$ cat src/include/pll_ctl_consts.vh
// constants for the divider and lock control block
`ifndef PLL_CTL_CONSTS_VH
`define PLL_CTL_CONSTS_VH

// ----------------------------------------
// register byte offsets
// ----------------------------------------
`define OFS_CTRL 8'h00
`define OFS_DIV_CFG 8'h04
`define OFS_LOCK_CFG 8'h08
`define OFS_SKEW_CFG 8'h0C
`define OFS_STATUS 8'h10
`define OFS_INT_STATUS 8'h14
`define OFS_INT_EN 8'h18
`define OFS_INT_CLR 8'h1C

// ----------------------------------------
// field positions
// ----------------------------------------
`define CTRL_BYPASS_BIT 0
`define CTRL_FBSEL_LSB 1
`define DIV_FIELD_W 5
`define DIV0_LSB 0
`define DIV1_LSB 8
`define DIV2_LSB 16
`define SKEW_FIELD_W 4
`define SKEW0_LSB 0
`define SKEW1_LSB 4
`define SKEW2_LSB 8
`define INT_LOCK_GAIN_BIT 0
`define INT_LOCK_LOSS_BIT 1
`define INT_BAD_RATIO_BIT 2

// ----------------------------------------
// reset values and limits
// ----------------------------------------
`define CTRL_RESET 3'h0
`define DIV_RESET 5'h00
`define LOCK_CFG_RESET 9'h010
`define LOCK_COUNT_MIN 9'h010
`define LOCK_COUNT_MAX 9'h100
`define SKEW_RESET 4'h0
`define INT_RESET 3'h0

`endif

$ cat src/rtl/pow2_divider.v
// static power-of-two clock divider fed by a sampled source clock
`timescale 1ns/10ps
module pow2_divider #(
	parameter W = 5
) (
	// clock and reset
	input wire clk,
	input wire rst_n,
	// source and setting
	input wire src_level,
	input wire src_rise,
	input wire [W-1:0] ratio_m1,
	input wire invert_unity,
	// divided clock
	output wire div_out,
	output wire div_rise
);

reg [W-1:0] cnt_reg;
reg [W-1:0] cnt_next;
reg out_reg;
reg out_next;
reg rise_reg;
reg rise_next;
wire [W-1:0] half_m1 = ratio_m1 >> 1;

// ----------------------------------------
// counting only on source edges keeps it static
// ----------------------------------------
always @* begin
	cnt_next = cnt_reg;
	out_next = out_reg;
	rise_next = 1'b0;
	if (ratio_m1 == {W{1'b0}}) begin
		cnt_next = {W{1'b0}};
		out_next = invert_unity ? ~src_level : src_level;
		rise_next = out_next & ~out_reg;
	end else if (src_rise) begin
		if (cnt_reg >= half_m1) begin
			cnt_next = {W{1'b0}};
			out_next = ~out_reg;
			rise_next = ~out_reg;
		end else begin
			cnt_next = cnt_reg + {{(W-1){1'b0}}, 1'b1};
		end
	end
end

always @(posedge clk or negedge rst_n) begin
	if (!rst_n) begin
		cnt_reg <= {W{1'b0}};
		out_reg <= 1'b0;
		rise_reg <= 1'b0;
	end else begin
		cnt_reg <= cnt_next;
		out_reg <= out_next;
		rise_reg <= rise_next;
	end
end

assign div_out = out_reg;
assign div_rise = rise_reg;

endmodule

$ cat src/rtl/lock_detector.v
// edge-based phase comparison and lock qualification counter
`timescale 1ns/10ps
module lock_detector #(
	parameter CW = 9
) (
	// clock and reset
	input wire clk,
	input wire rst_n,
	// comparison inputs
	input wire enable,
	input wire ref_rise,
	input wire fb_rise,
	input wire [CW-1:0] threshold,
	// lock flag
	output wire lock
);

reg [1:0] fb_seen_reg;
reg [1:0] fb_seen_next;
reg [CW-1:0] cnt_reg;
reg [CW-1:0] cnt_next;
reg lock_reg;
reg lock_next;
reg good;

// ----------------------------------------
// one feedback edge per reference period is in window
// ----------------------------------------
always @* begin
	fb_seen_next = fb_seen_reg;
	cnt_next = cnt_reg;
	lock_next = lock_reg;
	good = (fb_seen_reg == 2'h1);
	if (!enable) begin
		fb_seen_next = 2'h0;
		cnt_next = {CW{1'b0}};
		lock_next = 1'b0;
	end else if (ref_rise) begin
		fb_seen_next = fb_rise ? 2'h1 : 2'h0;
		if (good) begin
			if (cnt_reg < threshold)
				cnt_next = cnt_reg + {{(CW-1){1'b0}}, 1'b1};
			lock_next = lock_reg | (cnt_next >= threshold);
		end else begin
			cnt_next = {CW{1'b0}};
			lock_next = 1'b0;
		end
	end else if (fb_rise && fb_seen_reg != 2'h3) begin
		fb_seen_next = fb_seen_reg + 2'h1;
	end
end

always @(posedge clk or negedge rst_n) begin
	if (!rst_n) begin
		fb_seen_reg <= 2'h0;
		cnt_reg <= {CW{1'b0}};
		lock_reg <= 1'b0;
	end else begin
		fb_seen_reg <= fb_seen_next;
		cnt_reg <= cnt_next;
		lock_reg <= lock_next;
	end
end

assign lock = lock_reg;

endmodule

$ cat src/rtl/pll_divider_lock_control.v
// top of the divider, lock detect and skew control block with its APB registers
// What this block does
// - the lock output is high while the loop is locked.
// - lock is raised only after a programmed run of 16 to 256 good comparisons.
// - lock falls at once when a comparison fails, with no count.
// - three dividers, each with its own 5-bit setting, divide the oscillator clock.
// - each divider takes a ratio of 1, 2, 4, 8, 16 or 32 and no other.
// - any divider may be chosen as the feedback that closes the loop.
// - with bypass high the reference clock feeds all three dividers.
// - bypass disables lock detection and skew generation.
// - in bypass a divider at ratio 1 gives the inverted reference clock.
// - the phase comparator acts on rising edges only.
// - skew delay is counted in fixed fractions of the oscillator period.
// - eight skew steps, a fine step one sixteenth and a coarse one an eighth of a period.
// - skew applies only to divider outputs and only while the loop is active.
// - the divider chain is static, following references down to zero frequency.
`timescale 1ns/10ps
`include "pll_ctl_consts.vh"
module pll_divider_lock_control (
	// clock and reset
	input wire I_CORE_CLK,
	input wire I_RSTN,
	// sampled clocks
	input wire I_REF_CLK,
	input wire I_OSC_CLK,
	// apb slave
	input wire I_PSEL,
	input wire I_PENABLE,
	input wire I_PWRITE,
	input wire [7:0] I_PADDR,
	input wire [31:0] I_PWDATA,
	output wire [31:0] O_PRDATA,
	output wire O_PREADY,
	output wire O_PSLVERR,
	// clock, lock and interrupt outputs
	output wire [2:0] O_DIV_CLK,
	output wire O_LOCK,
	output wire O_IRQ,
	// skew delays in sixteenths of an oscillator period
	output wire [4:0] O_SKEW0,
	output wire [4:0] O_SKEW1,
	output wire [4:0] O_SKEW2
);

// ----------------------------------------
// helpers
// ----------------------------------------
function legal_ratio;
	input [4:0] v;
	begin
		legal_ratio = (v == 5'h00) | (v == 5'h01) | (v == 5'h03) | (v == 5'h07) |
			(v == 5'h0F) | (v == 5'h1F);
	end
endfunction

function [8:0] clamp_lock;
	input [8:0] v;
	begin
		if (v < `LOCK_COUNT_MIN)
			clamp_lock = `LOCK_COUNT_MIN;
		else if (v > `LOCK_COUNT_MAX)
			clamp_lock = `LOCK_COUNT_MAX;
		else
			clamp_lock = v;
	end
endfunction

function [4:0] skew_units;
	input [3:0] cfg;
	input active;
	begin
		if (!active)
			skew_units = 5'h00;
		else if (cfg[3])
			skew_units = {1'b0, cfg[2:0], 1'b0};
		else
			skew_units = {2'b00, cfg[2:0]};
	end
endfunction

// ----------------------------------------
// reset release
// ----------------------------------------
reg rst_meta_reg;
reg rst_sync_reg;
wire rst_n = rst_sync_reg;

always @(posedge I_CORE_CLK or negedge I_RSTN) begin
	if (!I_RSTN) begin
		rst_meta_reg <= 1'b0;
		rst_sync_reg <= 1'b0;
	end else begin
		rst_meta_reg <= 1'b1;
		rst_sync_reg <= rst_meta_reg;
	end
end

// ----------------------------------------
// registers
// ----------------------------------------
reg bypass_reg;
reg [1:0] fbsel_reg;
reg [4:0] div0_reg;
reg [4:0] div1_reg;
reg [4:0] div2_reg;
reg [8:0] lock_cfg_reg;
reg [3:0] skew0_reg;
reg [3:0] skew1_reg;
reg [3:0] skew2_reg;
reg [2:0] int_st_reg;
reg [2:0] int_en_reg;
reg pready_reg;
reg pslverr_reg;
reg [31:0] prdata_reg;
reg irq_reg;
reg lock_prev_reg;
reg [4:0] sk0_reg;
reg [4:0] sk1_reg;
reg [4:0] sk2_reg;

reg [2:0] int_st_next;
reg [2:0] int_set;
reg [2:0] int_clr;
reg bad_ratio;
reg [31:0] rdata;
reg err;

wire lock_flag;
wire [2:0] div_out;
wire [2:0] div_rise;
wire access = I_PSEL & I_PENABLE & ~pready_reg;
wire wr = access & I_PWRITE;

// ----------------------------------------
// clock sampling and source steering
// ----------------------------------------
reg ref_d_reg;
reg osc_d_reg;
wire ref_rise = I_REF_CLK & ~ref_d_reg;
wire osc_rise = I_OSC_CLK & ~osc_d_reg;
wire src_level = bypass_reg ? I_REF_CLK : I_OSC_CLK;
wire src_rise = bypass_reg ? ref_rise : osc_rise;
wire fb_rise = (fbsel_reg == 2'h1) ? div_rise[1] :
	(fbsel_reg == 2'h2) ? div_rise[2] : div_rise[0];

always @(posedge I_CORE_CLK or negedge rst_n) begin
	if (!rst_n) begin
		ref_d_reg <= 1'b0;
		osc_d_reg <= 1'b0;
	end else begin
		ref_d_reg <= I_REF_CLK;
		osc_d_reg <= I_OSC_CLK;
	end
end

// ----------------------------------------
// dividers and lock detector
// ----------------------------------------
pow2_divider #(.W(`DIV_FIELD_W)) u_div0 (
	.clk(I_CORE_CLK),
	.rst_n(rst_n),
	.src_level(src_level),
	.src_rise(src_rise),
	.ratio_m1(div0_reg),
	.invert_unity(bypass_reg),
	.div_out(div_out[0]),
	.div_rise(div_rise[0])
);

pow2_divider #(.W(`DIV_FIELD_W)) u_div1 (
	.clk(I_CORE_CLK),
	.rst_n(rst_n),
	.src_level(src_level),
	.src_rise(src_rise),
	.ratio_m1(div1_reg),
	.invert_unity(bypass_reg),
	.div_out(div_out[1]),
	.div_rise(div_rise[1])
);

pow2_divider #(.W(`DIV_FIELD_W)) u_div2 (
	.clk(I_CORE_CLK),
	.rst_n(rst_n),
	.src_level(src_level),
	.src_rise(src_rise),
	.ratio_m1(div2_reg),
	.invert_unity(bypass_reg),
	.div_out(div_out[2]),
	.div_rise(div_rise[2])
);

lock_detector #(.CW(9)) u_lock (
	.clk(I_CORE_CLK),
	.rst_n(rst_n),
	.enable(~bypass_reg),
	.ref_rise(ref_rise),
	.fb_rise(fb_rise),
	.threshold(lock_cfg_reg),
	.lock(lock_flag)
);

// ----------------------------------------
// read mux and event collection
// ----------------------------------------
always @* begin
	rdata = 32'h00000000;
	err = 1'b0;
	case (I_PADDR)
	`OFS_CTRL: rdata = {29'h0, fbsel_reg, bypass_reg};
	`OFS_DIV_CFG: rdata = {11'h0, div2_reg, 3'h0, div1_reg, 3'h0, div0_reg};
	`OFS_LOCK_CFG: rdata = {23'h0, lock_cfg_reg};
	`OFS_SKEW_CFG: rdata = {20'h0, skew2_reg, skew1_reg, skew0_reg};
	`OFS_STATUS: rdata = {28'h0, div_out, lock_flag};
	`OFS_INT_STATUS: rdata = {29'h0, int_st_reg};
	`OFS_INT_EN: rdata = {29'h0, int_en_reg};
	`OFS_INT_CLR: rdata = 32'h00000000;
	default: err = 1'b1;
	endcase
	bad_ratio = wr & (I_PADDR == `OFS_DIV_CFG) &
		~(legal_ratio(I_PWDATA[4:0]) & legal_ratio(I_PWDATA[12:8]) &
		legal_ratio(I_PWDATA[20:16]));
	int_set = 3'h0;
	int_set[`INT_LOCK_GAIN_BIT] = lock_flag & ~lock_prev_reg;
	int_set[`INT_LOCK_LOSS_BIT] = ~lock_flag & lock_prev_reg;
	int_set[`INT_BAD_RATIO_BIT] = bad_ratio;
	int_clr = (wr && I_PADDR == `OFS_INT_CLR) ? I_PWDATA[2:0] : 3'h0;
	// a new event outlasts a clear in the same cycle
	int_st_next = (int_st_reg & ~int_clr) | int_set;
end

// ----------------------------------------
// register writes and apb answer
// ----------------------------------------
always @(posedge I_CORE_CLK or negedge rst_n) begin
	if (!rst_n) begin
		bypass_reg <= 1'b0;
		fbsel_reg <= 2'h0;
		div0_reg <= `DIV_RESET;
		div1_reg <= `DIV_RESET;
		div2_reg <= `DIV_RESET;
		lock_cfg_reg <= `LOCK_CFG_RESET;
		skew0_reg <= `SKEW_RESET;
		skew1_reg <= `SKEW_RESET;
		skew2_reg <= `SKEW_RESET;
		int_st_reg <= `INT_RESET;
		int_en_reg <= `INT_RESET;
		pready_reg <= 1'b0;
		pslverr_reg <= 1'b0;
		prdata_reg <= 32'h00000000;
		irq_reg <= 1'b0;
		lock_prev_reg <= 1'b0;
		sk0_reg <= 5'h00;
		sk1_reg <= 5'h00;
		sk2_reg <= 5'h00;
	end else begin
		pready_reg <= access;
		pslverr_reg <= access & err;
		prdata_reg <= (access & ~I_PWRITE & ~err) ? rdata : 32'h00000000;
		int_st_reg <= int_st_next;
		irq_reg <= |(int_st_next & int_en_reg);
		lock_prev_reg <= lock_flag;
		sk0_reg <= skew_units(skew0_reg, ~bypass_reg);
		sk1_reg <= skew_units(skew1_reg, ~bypass_reg);
		sk2_reg <= skew_units(skew2_reg, ~bypass_reg);
		if (wr) begin
			case (I_PADDR)
			`OFS_CTRL: begin
				bypass_reg <= I_PWDATA[`CTRL_BYPASS_BIT];
				// only three dividers exist, a fourth code is refused
				if (I_PWDATA[`CTRL_FBSEL_LSB+1:`CTRL_FBSEL_LSB] != 2'h3)
					fbsel_reg <= I_PWDATA[`CTRL_FBSEL_LSB+1:`CTRL_FBSEL_LSB];
			end
			`OFS_DIV_CFG: begin
				// illegal fields keep their old ratio
				if (legal_ratio(I_PWDATA[4:0]))
					div0_reg <= I_PWDATA[4:0];
				if (legal_ratio(I_PWDATA[12:8]))
					div1_reg <= I_PWDATA[12:8];
				if (legal_ratio(I_PWDATA[20:16]))
					div2_reg <= I_PWDATA[20:16];
			end
			`OFS_LOCK_CFG: lock_cfg_reg <= clamp_lock(I_PWDATA[8:0]);
			`OFS_SKEW_CFG: begin
				skew0_reg <= I_PWDATA[3:0];
				skew1_reg <= I_PWDATA[7:4];
				skew2_reg <= I_PWDATA[11:8];
			end
			`OFS_INT_EN: int_en_reg <= I_PWDATA[2:0];
			default: begin
			end
			endcase
		end
	end
end

assign O_PRDATA = prdata_reg;
assign O_PREADY = pready_reg;
assign O_PSLVERR = pslverr_reg;
assign O_DIV_CLK = div_out;
assign O_LOCK = lock_flag;
assign O_IRQ = irq_reg;
assign O_SKEW0 = sk0_reg;
assign O_SKEW1 = sk1_reg;
assign O_SKEW2 = sk2_reg;

endmodule

$ cat config.mk
export PLATFORM = sky130hd
export DESIGN_NAME = pll_divider_lock_control
export DESIGN_NICKNAME = d
export VERILOG_FILES = /design/src/rtl/pow2_divider.v /design/src/rtl/lock_detector.v /design/src/rtl/pll_divider_lock_control.v
export VERILOG_INCLUDE_DIRS = /design/src /design/src/include
export SDC_FILE = /design/constraint.sdc
export NUM_CORES = 1
export LEC_CHECK = 0
export BUFFER_PORTS_ARGS = -buffer_cell sky130_fd_sc_hd__clkbuf_2
export CAP_MARGIN = 5
export CELL_PAD_IN_SITES_DETAIL_PLACEMENT = 1
export CELL_PAD_IN_SITES_GLOBAL_PLACEMENT = 1
export CORE_MARGIN = 4
export CORE_UTILIZATION = 40
export CTS_CLUSTER_SIZE = 28
export DETAILED_ROUTE_END_ITERATION = 12
export HOLD_SLACK_MARGIN = 0.03
export PLACE_DENSITY = 0.73
export SYNTH_ARGS = -nofsm -noshare
export SYNTH_HDL_FRONTEND = slang
export SYNTH_HIERARCHICAL = 1
export SYNTH_SLANG_ARGS = --single-unit
$ cat constraint.sdc
create_clock -name I_CORE_CLK -period 3.18 [get_ports I_CORE_CLK]
set_input_delay 0.159 -clock I_CORE_CLK [delete_from_list [all_inputs] [get_ports I_CORE_CLK]]
set_output_delay 0.159 -clock I_CORE_CLK [all_outputs]
set_load 0.03 [all_outputs]
==> impl_metrics.env, run 1 <==
export IMPL_sequentialPowerShare_pct=33.7
export IMPL_drt_iter0_drc=296
export IMPL_final_area_sq_um=7940
export IMPL_antenna_found_initial=1
export IMPL_hold_ws_ns=0.0503
export IMPL_start_kind="flop"
export IMPL_layout_setup_ws_ns=0.0471
export IMPL_synth_commonest_cells="115 x dfrtp_1, 65 x nand2_1, 43 x nor2_1, 35 x ha_1, 30 x inv_1"
export IMPL_hold_start="I_PWDATA[7]"
export IMPL_cts_tree="built"
export IMPL_dieArea_sq_um=18400
export IMPL_ys_flop_type="dfrtp_1"
export IMPL_drt_wl_total_mm=19.3
export IMPL_die_h_um=136
export IMPL_fmax_mhz=319
export IMPL_async_flop_share_pct=100
export IMPL_ioPinCount=101
export IMPL_final_hold_viol_count=0
export IMPL_min_to="skew1_reg[3]"
export IMPL_first_pass_iters=4
export IMPL_clock_latency_ns=0.42
export IMPL_yosysUniqueCellTypes=64
export IMPL_switching_share_pct=31.8
export IMPL_synth_area_per_cell_sq_um=10.1
export IMPL_hpwl_mm=13.5
export IMPL_clk_pin_slew_worst_paths_ns=0.05
export IMPL_period_minus_slack_ns=3.13
export IMPL_synth_area_sq_um=6510
export IMPL_htree_num_levels=4
export IMPL_area_growth_pct=21.9
export IMPL_synth_enable_flop_cells=0
export IMPL_syn_inst=648
export IMPL_crit_type="flop to flop"
export IMPL_numPortBuffers=69
export IMPL_relSlewSlack_pct=44.1
export IMPL_rsz0062_at_grt="true"
export IMPL_core_sq_um=15900
export IMPL_peakVddDrop_uv=403
export IMPL_final_setup_tns_ns=0
export IMPL_nets=836
export IMPL_max_cap_violations=0
export IMPL_total_power_mw=4.96
export IMPL_fp_dieW_um=136
export IMPL_place_area_sq_um=7160
export IMPL_fill_cells=1837
export IMPL_rr_endpoint="u_lock/lock"
export IMPL_worstHoldPathCells=2
export IMPL_drt_wirelength_per_cell_um=19.7
export IMPL_numCtsBuffers=17
export IMPL_vias=5409
export IMPL_place_congestion=0.858
export IMPL_synth_top_area_cell="dfrtp_1"
export IMPL_pwr_share_clk_pct=36.8
export IMPL_maxSlewViolCount=0
export IMPL_clock_skew_ns=0.00944
export IMPL_crit_path_end_kind="flop"
export IMPL_viasPerCell=5.52
export IMPL_grt_overflow=0
export IMPL_synthTopCellsByArea="dfrtp_1 44%, ha_1 6.7%, mux2_2 4.7%"
export IMPL_setup_viol=0
export IMPL_tightest_slew_ns=0.831
export IMPL_cp_required_ns=3.48
export IMPL_fin_util_pct=49.8
export IMPL_arrival_ns=3.43
export IMPL_fin_crit_sh_pct=98.5
export IMPL_initial_core_util_pct=40.9
export IMPL_dpl_worst_slack_ns=-0.0373
export IMPL_std_cell_rows=46
export IMPL_hp_class="primary input to flop"
export IMPL_pwr_share_comb_pct=29.5
export IMPL_clock_sinks=116
export IMPL_stdcell_count=980
export IMPL_yosys_warnings=6
export IMPL_r2r_cells=13
export IMPL_ant_nets=0
export IMPL_r2r_start="lock_cfg_reg[4]"
export IMPL_drive_gt1_share_pct=25.9
export IMPL_p_int_mw=3.38
export IMPL_grt_pass1_vias=5863
export IMPL_root_buffer="clkbuf_16"
export IMPL_ys_seq_area_share_pct=44.6
export IMPL_cts_path_max_buffers=2
export IMPL_dp_cells=935
export IMPL_ff2ff_setup_slack_ns=0.05
export IMPL_outcome="completed"
export IMPL_power_switching_mw=1.57
export IMPL_largest_reg_flops=18
export IMPL_grt_max_degree=115
export IMPL_antennaDiodeCount=0
export IMPL_power_leakage_nw=3.66
export IMPL_path_max_fanout=2
export IMPL_drc_errors=0
export IMPL_synth_top_area_share_pct=44.2
export IMPL_cellPowerDensity_nw_per_um2=625
export IMPL_grt_usage_pct=21.6
export IMPL_ys_ff_latch=116
export IMPL_grt_pass1_wl_mm=31.0
export IMPL_yosysMostFrequentCell="dfrtp_1"
[critical path: stages, from the launching register on]
cell	delay, ns
dfstp_2	0.54
inv_2	0.06
ha_4	0.22
a21oi_1	0.14
nor2_1	0.08
a211o_1	0.25
or3_4	0.36
xnor2_2	0.14
ha_1	0.30
a21o_1	0.17
a21o_1	0.18
a2111oi_4	0.28
o31ai_1	0.12
and3_1	0.18
[how the worst max path moves through the flow]
stage / startpoint / endpoint / slack [ns]
after global placement: lock_cfg_reg[4] / u_lock/lock / 0.03
after global routing: lock_cfg_reg[5] / u_lock/lock / -0.06
final: lock_cfg_reg[4] / u_lock/lock / 0.05
after CTS: lock_cfg_reg[8] / u_lock/lock / 0.01
after detailed placement: lock_cfg_reg[4] / u_lock/lock / -0.04
after floorplan: lock_cfg_reg[4] / u_lock/lock / 0.009
[routing by layer]
metal  routed length [um]  GRT usage (%)  share of wire, %
met2                10000           37.7                52
met3                  836           4.05               4.3
met1                 8140           27.1                42
met5                    8              0             0.041
met4                  297           6.77               1.5
[what timing repair did]
item | in CTS | in global routing
pin swaps | 2 | 2
setup buffers | 0 | 5
gates resized for setup | 3 | 11
hold buffers | 11 | 0
endpoints found under the setup margin | 1 | 1
hold endpoints to repair | 12 | 0
[placed cells by master, fill, tap and decap left out, types with 10 or more instances in the layout]
cell type	n
dfrtp_1	114
clkbuf_2	69
nand2_1	65
nor2_1	42
ha_1	31
a21oi_1	28
mux2_2	27
inv_1	26
o21ai_0	24
nand3_1	23
buf_4	23
nand2b_1	20
conb_1	18
clkbuf_16	17
nand4_1	15
mux2i_1	14
nor2b_1	13
a22oi_1	11
dlygate4sd3_1	11
a31oi_1	10
[power groups by stage]
stage / Combinational, mW / Sequential (mW) / Clock [mW]
2_1_floorplan: 0.834 / 1.73 / 0
3_3_place_gp: 1.25 / 1.68 / 0
3_5_place_dp: 1.33 / 1.68 / 0
4_1_cts: 1.36 / 1.66 / 1.85
5_1_grt: 1.60 / 1.68 / 1.93
6_report: 1.46 / 1.67 / 1.82
[area by class of cell]
| class | instances | area, sq um | share of cell area [%] |
|---|---|---|---|
| multi-input cells | 485 | 3450 | 43.5 |
| flip-flops and latches | 116 | 2910 | 36.6 |
| repair buffers | 104 | 648 | 8.16 |
| clock buffers | 24 | 472 | 5.94 |
| well taps | 216 | 270 | 3.40 |
| inverters | 30 | 113 | 1.42 |
| clock inverters | 5 | 77.6 | 0.977 |
[logic make-up (layout without fill, tap and decap cells)]
family / count (synthesis) / count (layout) / share of synthesized area (%)
simple gates: 247 / 247 / 20.5
compound gates: 124 / 124 / 12.9
flops: 116 / 116 / 44.6
buf+inv: 63 / 163 / 4.98
mux: 49 / 49 / 8.66
fa+ha+maj: 35 / 35 / 6.72
xor+xnor: 12 / 12 / 1.61
other cells: 2 / 18 / 0.115
Note: power is estimated with default switching activity, not from simulation.
==> run 2, diff against run 1 <==
CORE_UTILIZATION = 44   (was 40)
PLACE_DENSITY = 0.77   (was 0.73)
clock period = 3.1 ns   (was 3.18 ns; I/O delays follow)
==> run 2 against run 1 <==
  * The flow now finishes with violations (setup timing)
  * Final cell count fell by 2.0%
  * Worst hold slack improved by 0.016 ns
  * Clock power is essentially flat
  * Flip-flop and latch count stayed put
  * Power rose by 2.9%
  * Critical endpoint unchanged
==> impl_metrics.env, run 2 (synthesis gave the netlist of run 1 again) <==
export IMPL_clk_pin_slew_worst_paths_ns=0.05
export IMPL_start_kind="flop"
export IMPL_final_area_sq_um=7960
export IMPL_numPortBuffers=69
export IMPL_path_cells="inv_2 -> ha_4 -> a21oi_4 -> nor2_2 -> a211o_1 -> or3_4 -> xnor2_2 -> ha_1 -> a21o_1 -> a21o_1 -> a2111oi_4 -> o31ai_1 -> and3_1"
export IMPL_root_buffer="clkbuf_16"
export IMPL_final_hold_viol_count=0
export IMPL_fp_dieW_um=130
export IMPL_largest_reg_flops=18
export IMPL_stdcell_count=960
export IMPL_hpwl_mm=13.6
export IMPL_place_area_sq_um=7180
export IMPL_ff2ff_setup_slack_ns=-0.003
export IMPL_cp_required_ns=3.40
export IMPL_failed_checks="setup timing"
export IMPL_path_max_fanout=2
export IMPL_clock_latency_ns=0.42
export IMPL_cts_tree="built"
export IMPL_top_usage_layer="met2"
export IMPL_crit_path_top_delay_cell="dfstp_2"
export IMPL_hp_class="primary input to asynchronous set/reset pin"
export IMPL_drt_wl_total_mm=19.9
export IMPL_power_leakage_nw=3.70
export IMPL_cts_path_max_buffers=2
export IMPL_total_power_mw=5.10
export IMPL_critPathTopFamily="compound AO/OA/AOI/OAI gates"
export IMPL_max_cap_violations=0
export IMPL_grt_max_degree=61
export IMPL_htree_num_levels=4
export IMPL_crit_path_end_kind="flop"
export IMPL_outcome="finished with violations"
export IMPL_drt_wirelength_per_cell_um=20.8
export IMPL_use_met2_pct=43.4
export IMPL_critical_path_most_common_cell="a21o_1"
export IMPL_antenna_found_initial=0
export IMPL_place_congestion=0.849
export IMPL_layout_setup_ws_ns=-0.00348
export IMPL_area_growth_pct=22.2
export IMPL_first_pass_iters=5
export IMPL_die_h_um=130
export IMPL_drt_iter0_drc=253
export IMPL_ioPinCount=101
export IMPL_rsz0062_at_grt="true"
export IMPL_core_sq_um=14500
export IMPL_rr_endpoint="u_lock/lock"
export IMPL_fmax_mhz=322
export IMPL_initial_core_util_pct=44.8
export IMPL_grt_pass1_wl_mm=32.5
export IMPL_grt_usage_pct=25.0
export IMPL_numCtsBuffers=17
export IMPL_max_stage_delay_ns=0.53
export IMPL_drc_errors=0
export IMPL_drive_gt1_share_pct=27.3
export IMPL_grt_pass1_vias=6081
export IMPL_peakVddDrop_uv=336
export IMPL_mostFrequentLayoutCell="dfrtp_1"
export IMPL_nets=845
export IMPL_setup_viol=1
export IMPL_grt_use_met1_pct=30.4
export IMPL_r2r_cells=13
export IMPL_r2r_start="lock_cfg_reg[4]"
export IMPL_maxSlewViolCount=0
export IMPL_viasPerCell=5.69
export IMPL_most_common_layout_cells="114 x dfrtp_1, 69 x clkbuf_2, 65 x nand2_1"
export IMPL_cellPowerDensity_nw_per_um2=641
export IMPL_grt_overflow=0
export IMPL_path_buf_inv=1
export IMPL_tightest_slew_ns=0.869
export IMPL_clock_sinks=116
export IMPL_dieArea_sq_um=16800
export IMPL_clock_skew_ns=0.0118
export IMPL_period_minus_slack_ns=3.10
export IMPL_relSlewSlack_pct=42.1
export IMPL_dp_cells=909
export IMPL_std_cell_rows=44
export IMPL_vias=5458
export IMPL_grtUsageMet3_pct=4.95
export IMPL_fill_cells=1630
export IMPL_arrival_ns=3.40
export IMPL_crit_type="flop to flop"
export IMPL_fin_crit_sh_pct=100
export IMPL_antennaDiodeCount=0
export IMPL_ant_nets=0
-- run 2: cell types whose count changed in the layout (fill, tap and decap cells not counted), sizes merged --
cell	before	now
buf	24	32
bufinv	2	1
clkbuf	93	88
clkinv	2	9
clkinvlp	1	3
dlygate4sd3	11	12
-- run 2: what timing repair did --
| action | in CTS | in global routing |
|---|---|---|
| buffers inserted | 5 | 2 |
| hold endpoints to repair | 13 | 1 |
| resized for setup | 7 | 5 |
| hold buffers | 11 | 1 |
| setup endpoints to repair | 1 | 1 |
| pin swaps | 2 | 1 |
-- run 2: cell type report --
type	instances	area (sq um)	share of cell area, %
clock buffer	19	433	5.44
timing repair buffer	113	718	9.02
clock inverter	13	113	1.41
multi-input combinational	485	3450	43.3
sequential	116	2910	36.5
tap	184	230	2.89
inverter	30	113	1.41
-- run 2: how the worst max path moves through the flow --
stage | start | end | slack [ns] | depth (start not counted)
finish | lock_cfg_reg[4] | u_lock/lock | -0.003 | 13
floorplan | u_lock/cnt_reg[6] | u_lock/lock | -0.003 | 13
detailed placement | lock_cfg_reg[6] | u_lock/lock | -0.07 | 14
global placement | lock_cfg_reg[4] | u_lock/lock | 0.05 | 13
global route | lock_cfg_reg[7] | u_lock/lock | -0.13 | 13
CTS | lock_cfg_reg[4] | u_lock/lock | -0.01 | 13
-- run 2: worst register-to-register path, delay by kind of cell, from the launching register on --
kind | cells | cell delay, ns
flip-flops | 1 | 0.53
buffers and inverters | 1 | 0.05
adder cells (fa/ha/maj) | 2 | 0.52
XOR/XNOR | 1 | 0.15
AND/OR/NAND/NOR | 3 | 0.59
AO/OA/AOI/OAI | 6 | 1.16
-- run 2: power by group --
group | leakage, nW | total [mW] | switching [mW] | internal (mW)
clock | 0.262 | 1.83 | 0.732 | 1.10
sequential | 1.58 | 1.72 | 0.117 | 1.60
combinational | 1.86 | 1.55 | 0.851 | 0.702
total | 3.70 | 5.10 | 1.70 | 3.40
-- run 2: per-stage QoR --
stage	worst slack (ns)	TNS [ns]	utilization (%)	hold WS, ns
6_report	-0.00348	-0.00348	54.8	0.0666
5_1_grt	-0.134	-0.134	54.8	0.0499
4_1_cts	-0.0125	-0.0125	54.5	0.0328
3_5_place_dp	-0.0701	-0.0701	49.4	-0.0571
3_3_place_gp	0.0451	0	49.4	-0.0600
2_1_floorplan	-0.00299	-0.00299	-	-0.141
-- run 2: metal layers --
metal | part of all wire (%) | vias up
met1 | 41 | 2776
met3 | 4.3 | 39
met5 | 0 | -
met2 | 52 | 124
li1 | - | 2519
met4 | 2.7 | 0
